### config.mk
export PLATFORM = sky130hd
export DESIGN_NAME = prog_window
export DESIGN_NICKNAME = d
export VERILOG_FILES = /design/src/window_pkg.sv /design/src/prog_window.sv
export SDC_FILE = /design/constraint.sdc
export NUM_CORES = 1
export LEC_CHECK = 0
export ABC_AREA = 1
export BUFFER_PORTS_ARGS = -buffer_cell sky130_fd_sc_hd__buf_2
export CORE_MARGIN = 3
export CORE_UTILIZATION = 33
export CTS_BUF_LIST = sky130_fd_sc_hd__clkbuf_16
export CTS_CLUSTER_DIAMETER = 50
export CTS_CLUSTER_SIZE = 24
export DETAILED_ROUTE_END_ITERATION = 7
export PLACE_DENSITY_LB_ADDON = 0.05
export SYNTH_ARGS = -nofsm -noshare
export SYNTH_HDL_FRONTEND = slang
export SYNTH_SLANG_ARGS = --single-unit
### constraint.sdc
create_clock -name clock_i -period 2.6 [get_ports clock_i]
set_input_delay 0.52 -clock clock_i [delete_from_list [all_inputs] [get_ports clock_i]]
set_output_delay 0.52 -clock clock_i [all_outputs]
set_load 0.03 [all_outputs]
### src/window_pkg.sv
// constants and carriers for the program-memory data window
// assumes a single core clock and an 8-bit data-space bus from the core
package window_pkg;

	localparam int          DATA_AW         = 8;
	localparam int          PROG_AW         = 13;
	localparam int          PAGE_BITS       = 6;
	localparam int          BASE_BITS       = PROG_AW - PAGE_BITS;
	localparam logic [7:0]  WIN_LO_ADDR     = 8'h40;
	localparam logic [7:0]  WIN_HI_ADDR     = 8'h7F;
	localparam logic [7:0]  BASE_REG_ADDR   = 8'hC9;
	localparam logic [12:0] PROG_TOP_ADDR   = 13'h1FFF;

	// one data-space access from the core
	typedef struct packed {
		logic       rd;
		logic       wr;
		logic [7:0] addr;
		logic [7:0] wdata;
	} dbus_req_s;

	// one fetch toward program memory
	typedef struct packed {
		logic        rd;
		logic [12:0] addr;
	} prog_req_s;

endpackage

### src/prog_window.sv
// program-memory read window mapped into data space
// assumes program memory answers one cycle after a fetch request
`timescale 1ns/10ps

// Contract
// - data addresses 40h..7Fh read bytes of program memory
// - window reaches any program address 0000h..1FFFh
// - writing base moves the window in 64-byte steps
// - fetch address is base bits above the six low data-address bits
// - base register written by plain byte writes at C9h, write-only
// - base bits 6..0 hold upper address bits, bit 7 unused
// - reset leaves the base register untouched
module prog_window
	import window_pkg::*;
#(
	parameter int PROG_SIZE = 8192
)(
	// clock and reset
	input  wire logic             clock_i,
	input  wire logic             srst_i,
	// core data-space side
	input  wire dbus_req_s        dreq_i,
	output logic                  win_hit_o,
	output logic                  rvalid_o,
	output logic [7:0]            rdata_o,
	// program memory side
	output prog_req_s             preq_o,
	input  wire logic [7:0]       pdata_i
);

	// ------------------------------------------------------------
	// address decode
	// ------------------------------------------------------------
	function automatic logic in_window(input logic [7:0] a);
		in_window = (a >= WIN_LO_ADDR) && (a <= WIN_HI_ADDR);
	endfunction

	function automatic logic is_base_addr(input logic [7:0] a);
		is_base_addr = (a == BASE_REG_ADDR);
	endfunction

	logic                 base_wr;
	logic                 win_rd;
	logic [BASE_BITS-1:0] base_r;
	logic [BASE_BITS-1:0] base_nxt;
	logic                 rvalid_r;
	logic                 rvalid_nxt;
	logic                 in_range_r;
	logic                 in_range_nxt;
	logic [PROG_AW-1:0]   fetch_addr;
	logic                 in_range;

	assign base_wr   = dreq_i.wr && is_base_addr(dreq_i.addr);
	assign win_rd    = dreq_i.rd && in_window(dreq_i.addr);
	assign win_hit_o = in_window(dreq_i.addr);

	// ------------------------------------------------------------
	// base register and fetch
	// ------------------------------------------------------------
	// reads of C9h get no answer from here: the register is write-only
	always_comb
	begin
		base_nxt = base_r;
		if (base_wr)
		begin
			base_nxt = dreq_i.wdata[BASE_BITS-1:0];
		end
	end

	// no reset term: the base keeps whatever it held across reset
	always_ff @(posedge clock_i)
	begin
		base_r <= base_nxt;
	end

	// window writes never reach program memory
	assign fetch_addr     = {base_r, dreq_i.addr[PAGE_BITS-1:0]};
	assign in_range       = 32'(fetch_addr) < PROG_SIZE;
	assign preq_o.rd      = win_rd;
	assign preq_o.addr    = fetch_addr;

	// ------------------------------------------------------------
	// read return
	// ------------------------------------------------------------
	// the byte comes straight from program memory: registering it here
	// would add a second wait cycle to every window read
	// above the fitted memory size the byte reads as zero
	always_comb
	begin
		rvalid_nxt   = win_rd;
		in_range_nxt = in_range;
	end

	always_ff @(posedge clock_i)
	begin
		if (srst_i)
		begin
			rvalid_r   <= 1'b0;
			in_range_r <= 1'b0;
		end
		else
		begin
			rvalid_r   <= rvalid_nxt;
			in_range_r <= in_range_nxt;
		end
	end

	assign rvalid_o = rvalid_r;
	assign rdata_o  = in_range_r ? pdata_i : 8'h00;

	// ------------------------------------------------------------
	// checks
	// ------------------------------------------------------------
	// the base has no reset, so its hold check runs through reset as well and
	// compares by identity, which keeps a base never written from tripping it
	property p_win_fetch;
		@(posedge clock_i) disable iff (srst_i)
		(dreq_i.rd && dreq_i.addr >= WIN_LO_ADDR && dreq_i.addr <= WIN_HI_ADDR)
			|-> preq_o.rd ##1 rvalid_o;
	endproperty
	a_win_fetch: assert property (p_win_fetch) else $error("window read not fetched");

	property p_addr_form;
		@(posedge clock_i) disable iff (srst_i)
		preq_o.rd |-> preq_o.addr[PAGE_BITS-1:0] == dreq_i.addr[PAGE_BITS-1:0];
	endproperty
	a_addr_form: assert property (p_addr_form) else $error("low address bits wrong");

	property p_base_load;
		@(posedge clock_i) disable iff (srst_i)
		(dreq_i.wr && dreq_i.addr == BASE_REG_ADDR)
			|=> base_r == $past(dreq_i.wdata[BASE_BITS-1:0]);
	endproperty
	a_base_load: assert property (p_base_load) else $error("base not loaded");

	property p_base_hold;
		@(posedge clock_i)
		!(dreq_i.wr && dreq_i.addr == BASE_REG_ADDR) |=> base_r === $past(base_r);
	endproperty
	a_base_hold: assert property (p_base_hold) else $error("base changed without write");

	property p_no_write;
		@(posedge clock_i) disable iff (srst_i)
		!dreq_i.rd |-> !preq_o.rd;
	endproperty
	a_no_write: assert property (p_no_write) else $error("fetch without read");

	property p_page_step;
		@(posedge clock_i) disable iff (srst_i)
		preq_o.rd |-> preq_o.addr[PROG_AW-1:PAGE_BITS] == base_r;
	endproperty
	a_page_step: assert property (p_page_step) else $error("page bits not base");

	property p_outside;
		@(posedge clock_i) disable iff (srst_i)
		(dreq_i.addr < WIN_LO_ADDR || dreq_i.addr > WIN_HI_ADDR) |=> !rvalid_o;
	endproperty
	a_outside: assert property (p_outside) else $error("answer outside window");

	property p_bit7;
		@(posedge clock_i) disable iff (srst_i)
		(dreq_i.wr && dreq_i.addr == BASE_REG_ADDR)
			|=> base_r == $past(dreq_i.wdata) % (2 ** BASE_BITS);
	endproperty
	a_bit7: assert property (p_bit7) else $error("bit 7 leaked");

	property p_base_rd;
		@(posedge clock_i) disable iff (srst_i)
		(dreq_i.rd && is_base_addr(dreq_i.addr)) |=> !rvalid_o;
	endproperty
	a_base_rd: assert property (p_base_rd) else $error("read of base answered");

	property p_wr_quiet;
		@(posedge clock_i) disable iff (srst_i)
		(dreq_i.wr && !dreq_i.rd) |=> !rvalid_o;
	endproperty
	a_wr_quiet: assert property (p_wr_quiet) else $error("write drew an answer");

	property p_reset_quiet;
		@(posedge clock_i)
		srst_i |=> !rvalid_o;
	endproperty
	a_reset_quiet: assert property (p_reset_quiet) else $error("answer after reset");

	property p_over_size;
		@(posedge clock_i) disable iff (srst_i)
		(rvalid_o && !in_range_r) |-> rdata_o == 8'h00;
	endproperty
	a_over_size: assert property (p_over_size) else $error("byte above size not zero");

	property p_in_size;
		@(posedge clock_i) disable iff (srst_i)
		(rvalid_o && in_range_r) |-> rdata_o == pdata_i;
	endproperty
	a_in_size: assert property (p_in_size) else $error("byte not from program memory");

	property p_answer_once;
		@(posedge clock_i) disable iff (srst_i)
		rvalid_o |-> $past(win_rd);
	endproperty
	a_answer_once: assert property (p_answer_once) else $error("answer without window read");

	property p_hit_decode;
		@(posedge clock_i) disable iff (srst_i)
		win_hit_o == (dreq_i.addr >= WIN_LO_ADDR && dreq_i.addr <= WIN_HI_ADDR);
	endproperty
	a_hit_decode: assert property (p_hit_decode) else $error("window hit decode wrong");

	// a read two cycles after a base write must already use the new page
	property p_base_page;
		@(posedge clock_i) disable iff (srst_i)
		base_wr ##1 !base_wr ##1 win_rd
			|-> preq_o.addr[PROG_AW-1:PAGE_BITS] == $past(dreq_i.wdata[BASE_BITS-1:0], 2);
	endproperty
	a_base_page: assert property (p_base_page) else $error("read missed the new page");

	property p_no_fetch_outside;
		@(posedge clock_i) disable iff (srst_i)
		!win_hit_o |-> !preq_o.rd;
	endproperty
	a_no_fetch_outside: assert property (p_no_fetch_outside) else $error("fetch outside window");

endmodule

# == Yosys cells after proc, flatten, opt, wreduce, memory -nomap -nowiden ==
# Cells that the tools add are included.
# word_totals
input_bits,28
reg_bits,9
# classes
n_eq_ne,1
muxes,2
reduce_logical,3
n_lt_le_gt_ge,2
# ops
operator,n
== test 8 bit (second input constant),1
>= comparator 8 x 7 -> 1 bit (second input constant),1
<= comparator 8 x 7 -> 1 bit (second input constant),1
two-way mux 8 bit,1
logical AND 1 bit,3
two-way mux 1 bit,1

# == Logic depth before layout (Yosys ltp) ==
# Gate-level depths: netlist (run 1).
# logic_depth
depth_word,3
ltp_mapped,5

# == Least setup slack after synthesis (run 1) ==
# OpenSTA, ideal clock, no wires.
# synth_timing
path_type,input -> output
startpoint,input dreq_i[14] in the netlist's numbering
endpoint,output preq_o[13] in the netlist's numbering
path_buffers,1
slack_ns,0.933
stages,5
t_required_ns,2.080
arrival_ns,1.147
cell_sequence,inv_1 > nor2_2 > nand2_2 > inv_1 > buf_4
# synth_via
elab_chain_cells,3
# synth_rtl
item,line_no,rtl
start: declaration,prog_window.sv:22,"input wire dbus_req_s dreq_i,"
>= comparator 8 x 7 -> 1 bit or <= comparator 8 x 7 -> 1 bit (tied branches),--,
logical AND 1 bit (*),--,
via win_hit_o,prog_window.sv:23,"output logic win_hit_o,"
logical AND 1 bit (*),prog_window.sv:54,assign win_rd = dreq_i.rd && in_window(dreq_i.addr);
end: declaration,prog_window.sv:27,"output prog_req_s preq_o,"
# The timed path passes the listed nets; every way through them passes the cells marked *.

==> results of run 1 <==
stage by stage:
| step | utilization [%] | instances | worst slack [ns] | hold slack, ns |
|---|---|---|---|---|
| 6_report | 61.6 | 107 | 1.04 | 0.465 |
| 5_1_grt | 61.6 | 107 | 0.944 | 0.463 |
| 4_1_cts | 61.6 | 107 | 1.03 | 0.464 |
| 3_5_place_dp | 54.9 | 103 | 0.995 | 0.698 |
| 3_3_place_gp | 54.9 | 103 | 0.997 | 0.697 |
| 2_1_floorplan | - | 47 | 0.933 | 0.577 |
worst min-delay path by stage:
| stage | start | to |
|---|---|---|
| after detailed placement | dreq_i[5] | base_r[5] |
| after global placement | dreq_i[6] | base_r[6] |
| final | srst_i | rvalid_o |
| after floorplan | srst_i | in_range_r |
| after CTS | srst_i | rvalid_o |
| after global routing | dreq_i[1] | base_r[1] |
power groups by stage:
stage	clock network [mW]	logic, mW	registers [mW]
after floorplan	0	0.0459	0.161
after global placement	0	0.0704	0.161
after detailed placement	0	0.0710	0.161
after CTS	0.265	0.0713	0.159
after global routing	0.273	0.0771	0.159
final	0.260	0.0705	0.159
registers in the layout, indices dropped and copies added (netlist names):
signal and count:
in_range_r 1, rvalid_o 1, base_r 7
critical path, delay by kind of cell:
family	cells	cell delay (ns)
AND/OR/NAND/NOR	2	0.19
buffers and inverters	3	0.34
logic make-up (layout without fill, tap and decap cells):
group         after synthesis  in the layout  synth area share, %
buf+inv                    21             67                 24.6
flops                       9              9                 57.8
simple gates               17             17                 17.6
placed cells by master, fill, tap and decap left out, drive strengths merged:
master | Yosys | layout
edfxtp | 7 | 7
nand3b | 1 | 1
nand3 | 1 | 1
nor2 | 5 | 5
inv | 13 | 14
nand2 | 10 | 10
buf | 8 | 50
clkbuf | 0 | 3
dfxtp | 2 | 2
synth_stat cells:
master	count
nor2_1	3
edfxtp_1	7
nand2_1	9
inv_1	13
buf_2	1
buf_4	7
nand3_1	1
nor2_2	2
nand3b_1	1
dfxtp_1	2
nand2_2	1
area by class of cell:
cell class | count | area, µm² | share of cell area [%]
clock inverters | 1 | 3.75 | 0.520
repair buffers | 50 | 250 | 34.7
multi-input cells | 17 | 76.3 | 10.6
flip-flops and latches | 9 | 250 | 34.7
clock buffers | 3 | 75.1 | 10.4
well taps | 14 | 17.5 | 2.43
inverters | 13 | 48.8 | 6.76
layer usage:
metal  track usage (%)  wire length (µm)  part of all wire [%]  up-vias
met5                 0                 0                     0        -
met4              3.73                 0                     0        0
met3              2.15               160                    17        0
met2              19.5               438                    48       35
met1              11.9               322                    35      157
li1                  -                 -                     -      221
==> results_dict.tcl, run 1 <==
set metrics [dict create \
    run_status "complete, no violations" \
    crit_slowest_cell "buf_2" \
    area_growth_pct 66.8 \
    fin_setup_tns_ns 0 \
    postCtsSetupBuffers 0 \
    max_stage_delay_ns 0.18 \
    power_density_nw_per_um2 678 \
    drive_gt1_share_pct 60.2 \
    crit_top_cell "buf_2" \
    fmax_ghz 0.641 \
    vdd.ir_drop.worst_uv 521 \
    drt-wirelength-per-cell_um 8.61 \
    clockBufferDepth 2 \
    avgViaCountPerCell 3.86 \
    starting_density_of_the_core_pct 37.0 \
    hold_viol 0 \
    antenna_cells_inserted 0 \
    drcViolationCount 0 \
    ys_seq_area_share_pct 57.8 \
    syn-instance-count 47 \
    die_w_um 42.2 \
    drtIter0Drc 0 \
    synth_cell_types 11 \
    dp_hpwl_um 787 \
    crit_path_max_fanout 2 \
    worst_setup_hold_path_clk_slew_ns 0.04 \
    grt_usage_pct 10.6 \
    worstSetupStartpoint "dreq_i[15]" \
    grt_overflow_total 0 \
    cts_buffers 3 \
    dr.pass1.iters 1 \
    finalWirelength_um 921 \
    syn-cell-area_um2 433 \
    timing_worst_setup_path_type "primary input to output port" \
    power.sequential.fraction_pct 32.4 \
    p_total_uw 490 \
    power.net_switching_uw 105 \
    count_of_final_setup_violators 0 \
    post-route-cell-area_um2 722 \
    port_buffers 50 \
    gp_routability_congestion 0.760 \
    tightest_slew_ns 0.533 \
    postSynthRegisterBits 9 \
    min_cycle_time_layout_ns 1.56 \
    crit_path_cell_trace "buf_2 -> nor2_2 -> nand2_2 -> inv_1 -> buf_2" \
    instance_count_along_the_most_critical_hold_path 2 \
    proportion_of_netlist_area_held_by_the_largest_area_contributor_pct 48.6 \
    fp.coreArea_um2 1170 \
    post_dp_cell_area_um2 643 \
    maximum_number_of_pins_on_one_net_before_global_route_repair 9 \
    synth_area_per_cell_um2 9.21 \
    post_synth_main_area_contributors "edfxtp_1 49%, buf_4 12%, inv_1 11%, dfxtp_1 9.2%, nand2_1 7.8%" \
    clock_power_share_pct 53.2 \
    endpoint_kind_of_the_worst_setup_timing_path "output port" \
    ys_warn_count 0 \
    height_of_the_chip_um 42.2 \
    timing.max_cap.violations 0 \
    postCtsHoldBufs 0 \
    nNetsFinal 122 \
    critical_path_required_ns 2.08 \
    placement_rows 12 \
    start_kind "primary input" \
    mappedNetlistNets 75 \
    post-route-period-util_pct 60.0 \
    first_global_vias 347 \
    detail-route-antenna-nets 0 \
    io_pins 52 \
    internal_power_uw 384 \
    reported_leakage_power_nw 0.456 \
    endpoint "preq_o[13]" \
    rsz_0062_raised_after_global_routing "no" \
    dr_total_vias 413 \
    htree_levels 1 \
    post_cts_resize_count 0 \
    worst-endpoint-arrival_ns 1.04 \
    antenna_violations_before_repair 0 \
    clockRootBuffer "clkbuf_16" \
    clock_sinks 9 \
    finalMaxSlewViolations 0 \
    hp-class "primary input to flop" \
    num-fill-cells 101 \
    netlist.top_cell.by_area "edfxtp_1" \
    die_area_um2 1780 \
    slew_headroom_pct 64.3 \
    combPwrFrac_pct 14.4 \
    netSwitchingFraction_pct 21.5 \
    grt_first_pass_wirelength_um 1490 \
    tritoncts_clock_tree "yes" \
]
(Power assumes the default switching activity.)
==> run 2: changes to the inputs <==
CORE_UTILIZATION = 31   (was 33)
clock period = 1.61 ns   (was 2.6 ns; I/O delays follow)
==> results_dict.tcl, run 2 (synthesis gave the netlist of run 1 again) <==
set metrics [dict create \
    dp_hpwl_um 801 \
    run_status "complete, no violations" \
    critPathBufInv 2 \
    finish.utilization_pct 60.8 \
    starting_density_of_the_core_pct 36.0 \
    dr.pass1.iters 3 \
    slew_headroom_pct 84.4 \
    critical_path_required_ns 1.29 \
    htree_levels 1 \
    postCtsSetupBuffers 0 \
    crit_path_cell_trace "nand2_1 -> inv_1 -> buf_2" \
    gp_routability_congestion 0.611 \
    fmax_ghz 0.764 \
    maximum_number_of_pins_on_one_net_before_global_route_repair 9 \
    reported_leakage_power_nw 0.460 \
    critical_path.top_delay_family "flip-flops" \
    endpoint_kind_of_the_worst_setup_timing_path "output port" \
    height_of_the_chip_um 43.4 \
    port_buffers 50 \
    fp.coreArea_um2 1200 \
    top_signal_layer_used "met3" \
    drtIter0Drc 2 \
    die_w_um 43.4 \
    crit_path_max_fanout 8 \
    hold_viol 0 \
    grt_first_pass_wirelength_um 1330 \
    detail-route-antenna-nets 0 \
    drcViolationCount 0 \
    num-fill-cells 125 \
    most-common-layout-cells "50 x buf_2, 13 x inv_1, 9 x nand2_1" \
    start_kind "flop" \
    finalMaxSlewViolations 0 \
    clock_sinks 9 \
    clockBufferDepth 2 \
    largest_reg_flops 7 \
    dr_total_vias 401 \
    worst_hold_margin_ns 0.263 \
    max_stage_delay_ns 0.44 \
    area_growth_pct 68.8 \
    post-route-period-util_pct 81.3 \
    cts_buffers 3 \
    drive_gt1_share_pct 61.7 \
    regMostFlops "base_r" \
    first_global_vias 339 \
    vdd.ir_drop.worst_uv 690 \
    rsz_0062_raised_after_global_routing "no" \
    io_pins 52 \
    tightest_slew_ns 0.233 \
    post_cts_resize_count 0 \
    hold_path_startpoint "dreq_i[4]" \
    worst-endpoint-arrival_ns 0.99 \
    postCtsHoldBufs 0 \
    min_cycle_time_layout_ns 1.31 \
    nNetsFinal 123 \
    crit_slowest_cell "dfxtp_1" \
    layout.area.seq_um2 250 \
    multiInputGateArea_um2 76.3 \
    power_density_nw_per_um2 1100 \
    finalWirelength_um 942 \
    most_common_cell_after_layout_fill_and_taps_aside "buf_2" \
    antenna_cells_inserted 0 \
    placement_rows 12 \
    die_area_um2 1880 \
    tritoncts_clock_tree "yes" \
    count_of_final_setup_violators 0 \
    drt-wirelength-per-cell_um 8.72 \
    dr_wl_met2_um 453 \
    grt_overflow_total 0 \
    antenna_violations_before_repair 0 \
    clockRootBuffer "clkbuf_16" \
    fin_setup_tns_ns 0 \
    worstSetupStartpoint "in_range_r" \
    timing.max_cap.violations 0 \
    timing_worst_setup_path_type "flop to output port" \
    hp-class "primary input to flop" \
    detailroute.wirelength.met3_um 117 \
    worst_setup_hold_path_clk_slew_ns 0.04 \
    wl_met1_um 371 \
    grt_usage_pct 9.64 \
    avgViaCountPerCell 3.71 \
]
[run 2: cell count changes in the layout (fill, tap and decap cells not counted)]
cell      previous run  this run
buf_4                0         1
inv_1               14        13
clkinv_2             0         1
[run 2: per-stage QoR]
stage | instance area [µm²] | power (mW) | instances | setup WS (ns)
finish | 731 | 0.805 | 108 | 0.301
global route | 731 | 0.833 | 108 | 0.218
CTS | 731 | 0.811 | 108 | 0.288
detailed placement | 651 | 0.375 | 104 | 0.433
global placement | 651 | 0.374 | 104 | 0.443
floorplan | 433 | 0.334 | 47 | 0.339
[run 2: final cells by class]
| cell class | count | area share [%] |
|---|---|---|
| clock inverter | 1 | 0.685 |
| tap | 14 | 2.40 |
| multi-input combinational | 17 | 10.4 |
| clock buffer | 3 | 10.3 |
| sequential | 9 | 34.2 |
| inverter | 13 | 6.68 |
| timing repair buffer | 51 | 35.3 |
[run 2: worst paths after layout]
kind | endpoint | slack, ns | depth (start not counted)
worst max-delay path | rdata_o[6] | 0.30 | 3
worst min-delay path | base_r[4] | 0.26 | 1
[run 2: power by group]
part / internal, mW / total (mW) / switching (mW)
clock network: 0.327 / 0.434 / 0.107
registers: 0.254 / 0.256 / 0.00265
logic: 0.0433 / 0.114 / 0.0707
total: 0.624 / 0.805 / 0.181
[run 2: metal layers]
| metal | vias to the layer above | track usage, % |
|---|---|---|
| met1 | 151 | 10.7 |
| met3 | 0 | 0 |
| li1 | 223 | - |
| met5 | - | 0 |
| met4 | 0 | 10.8 |
| met2 | 27 | 15.6 |
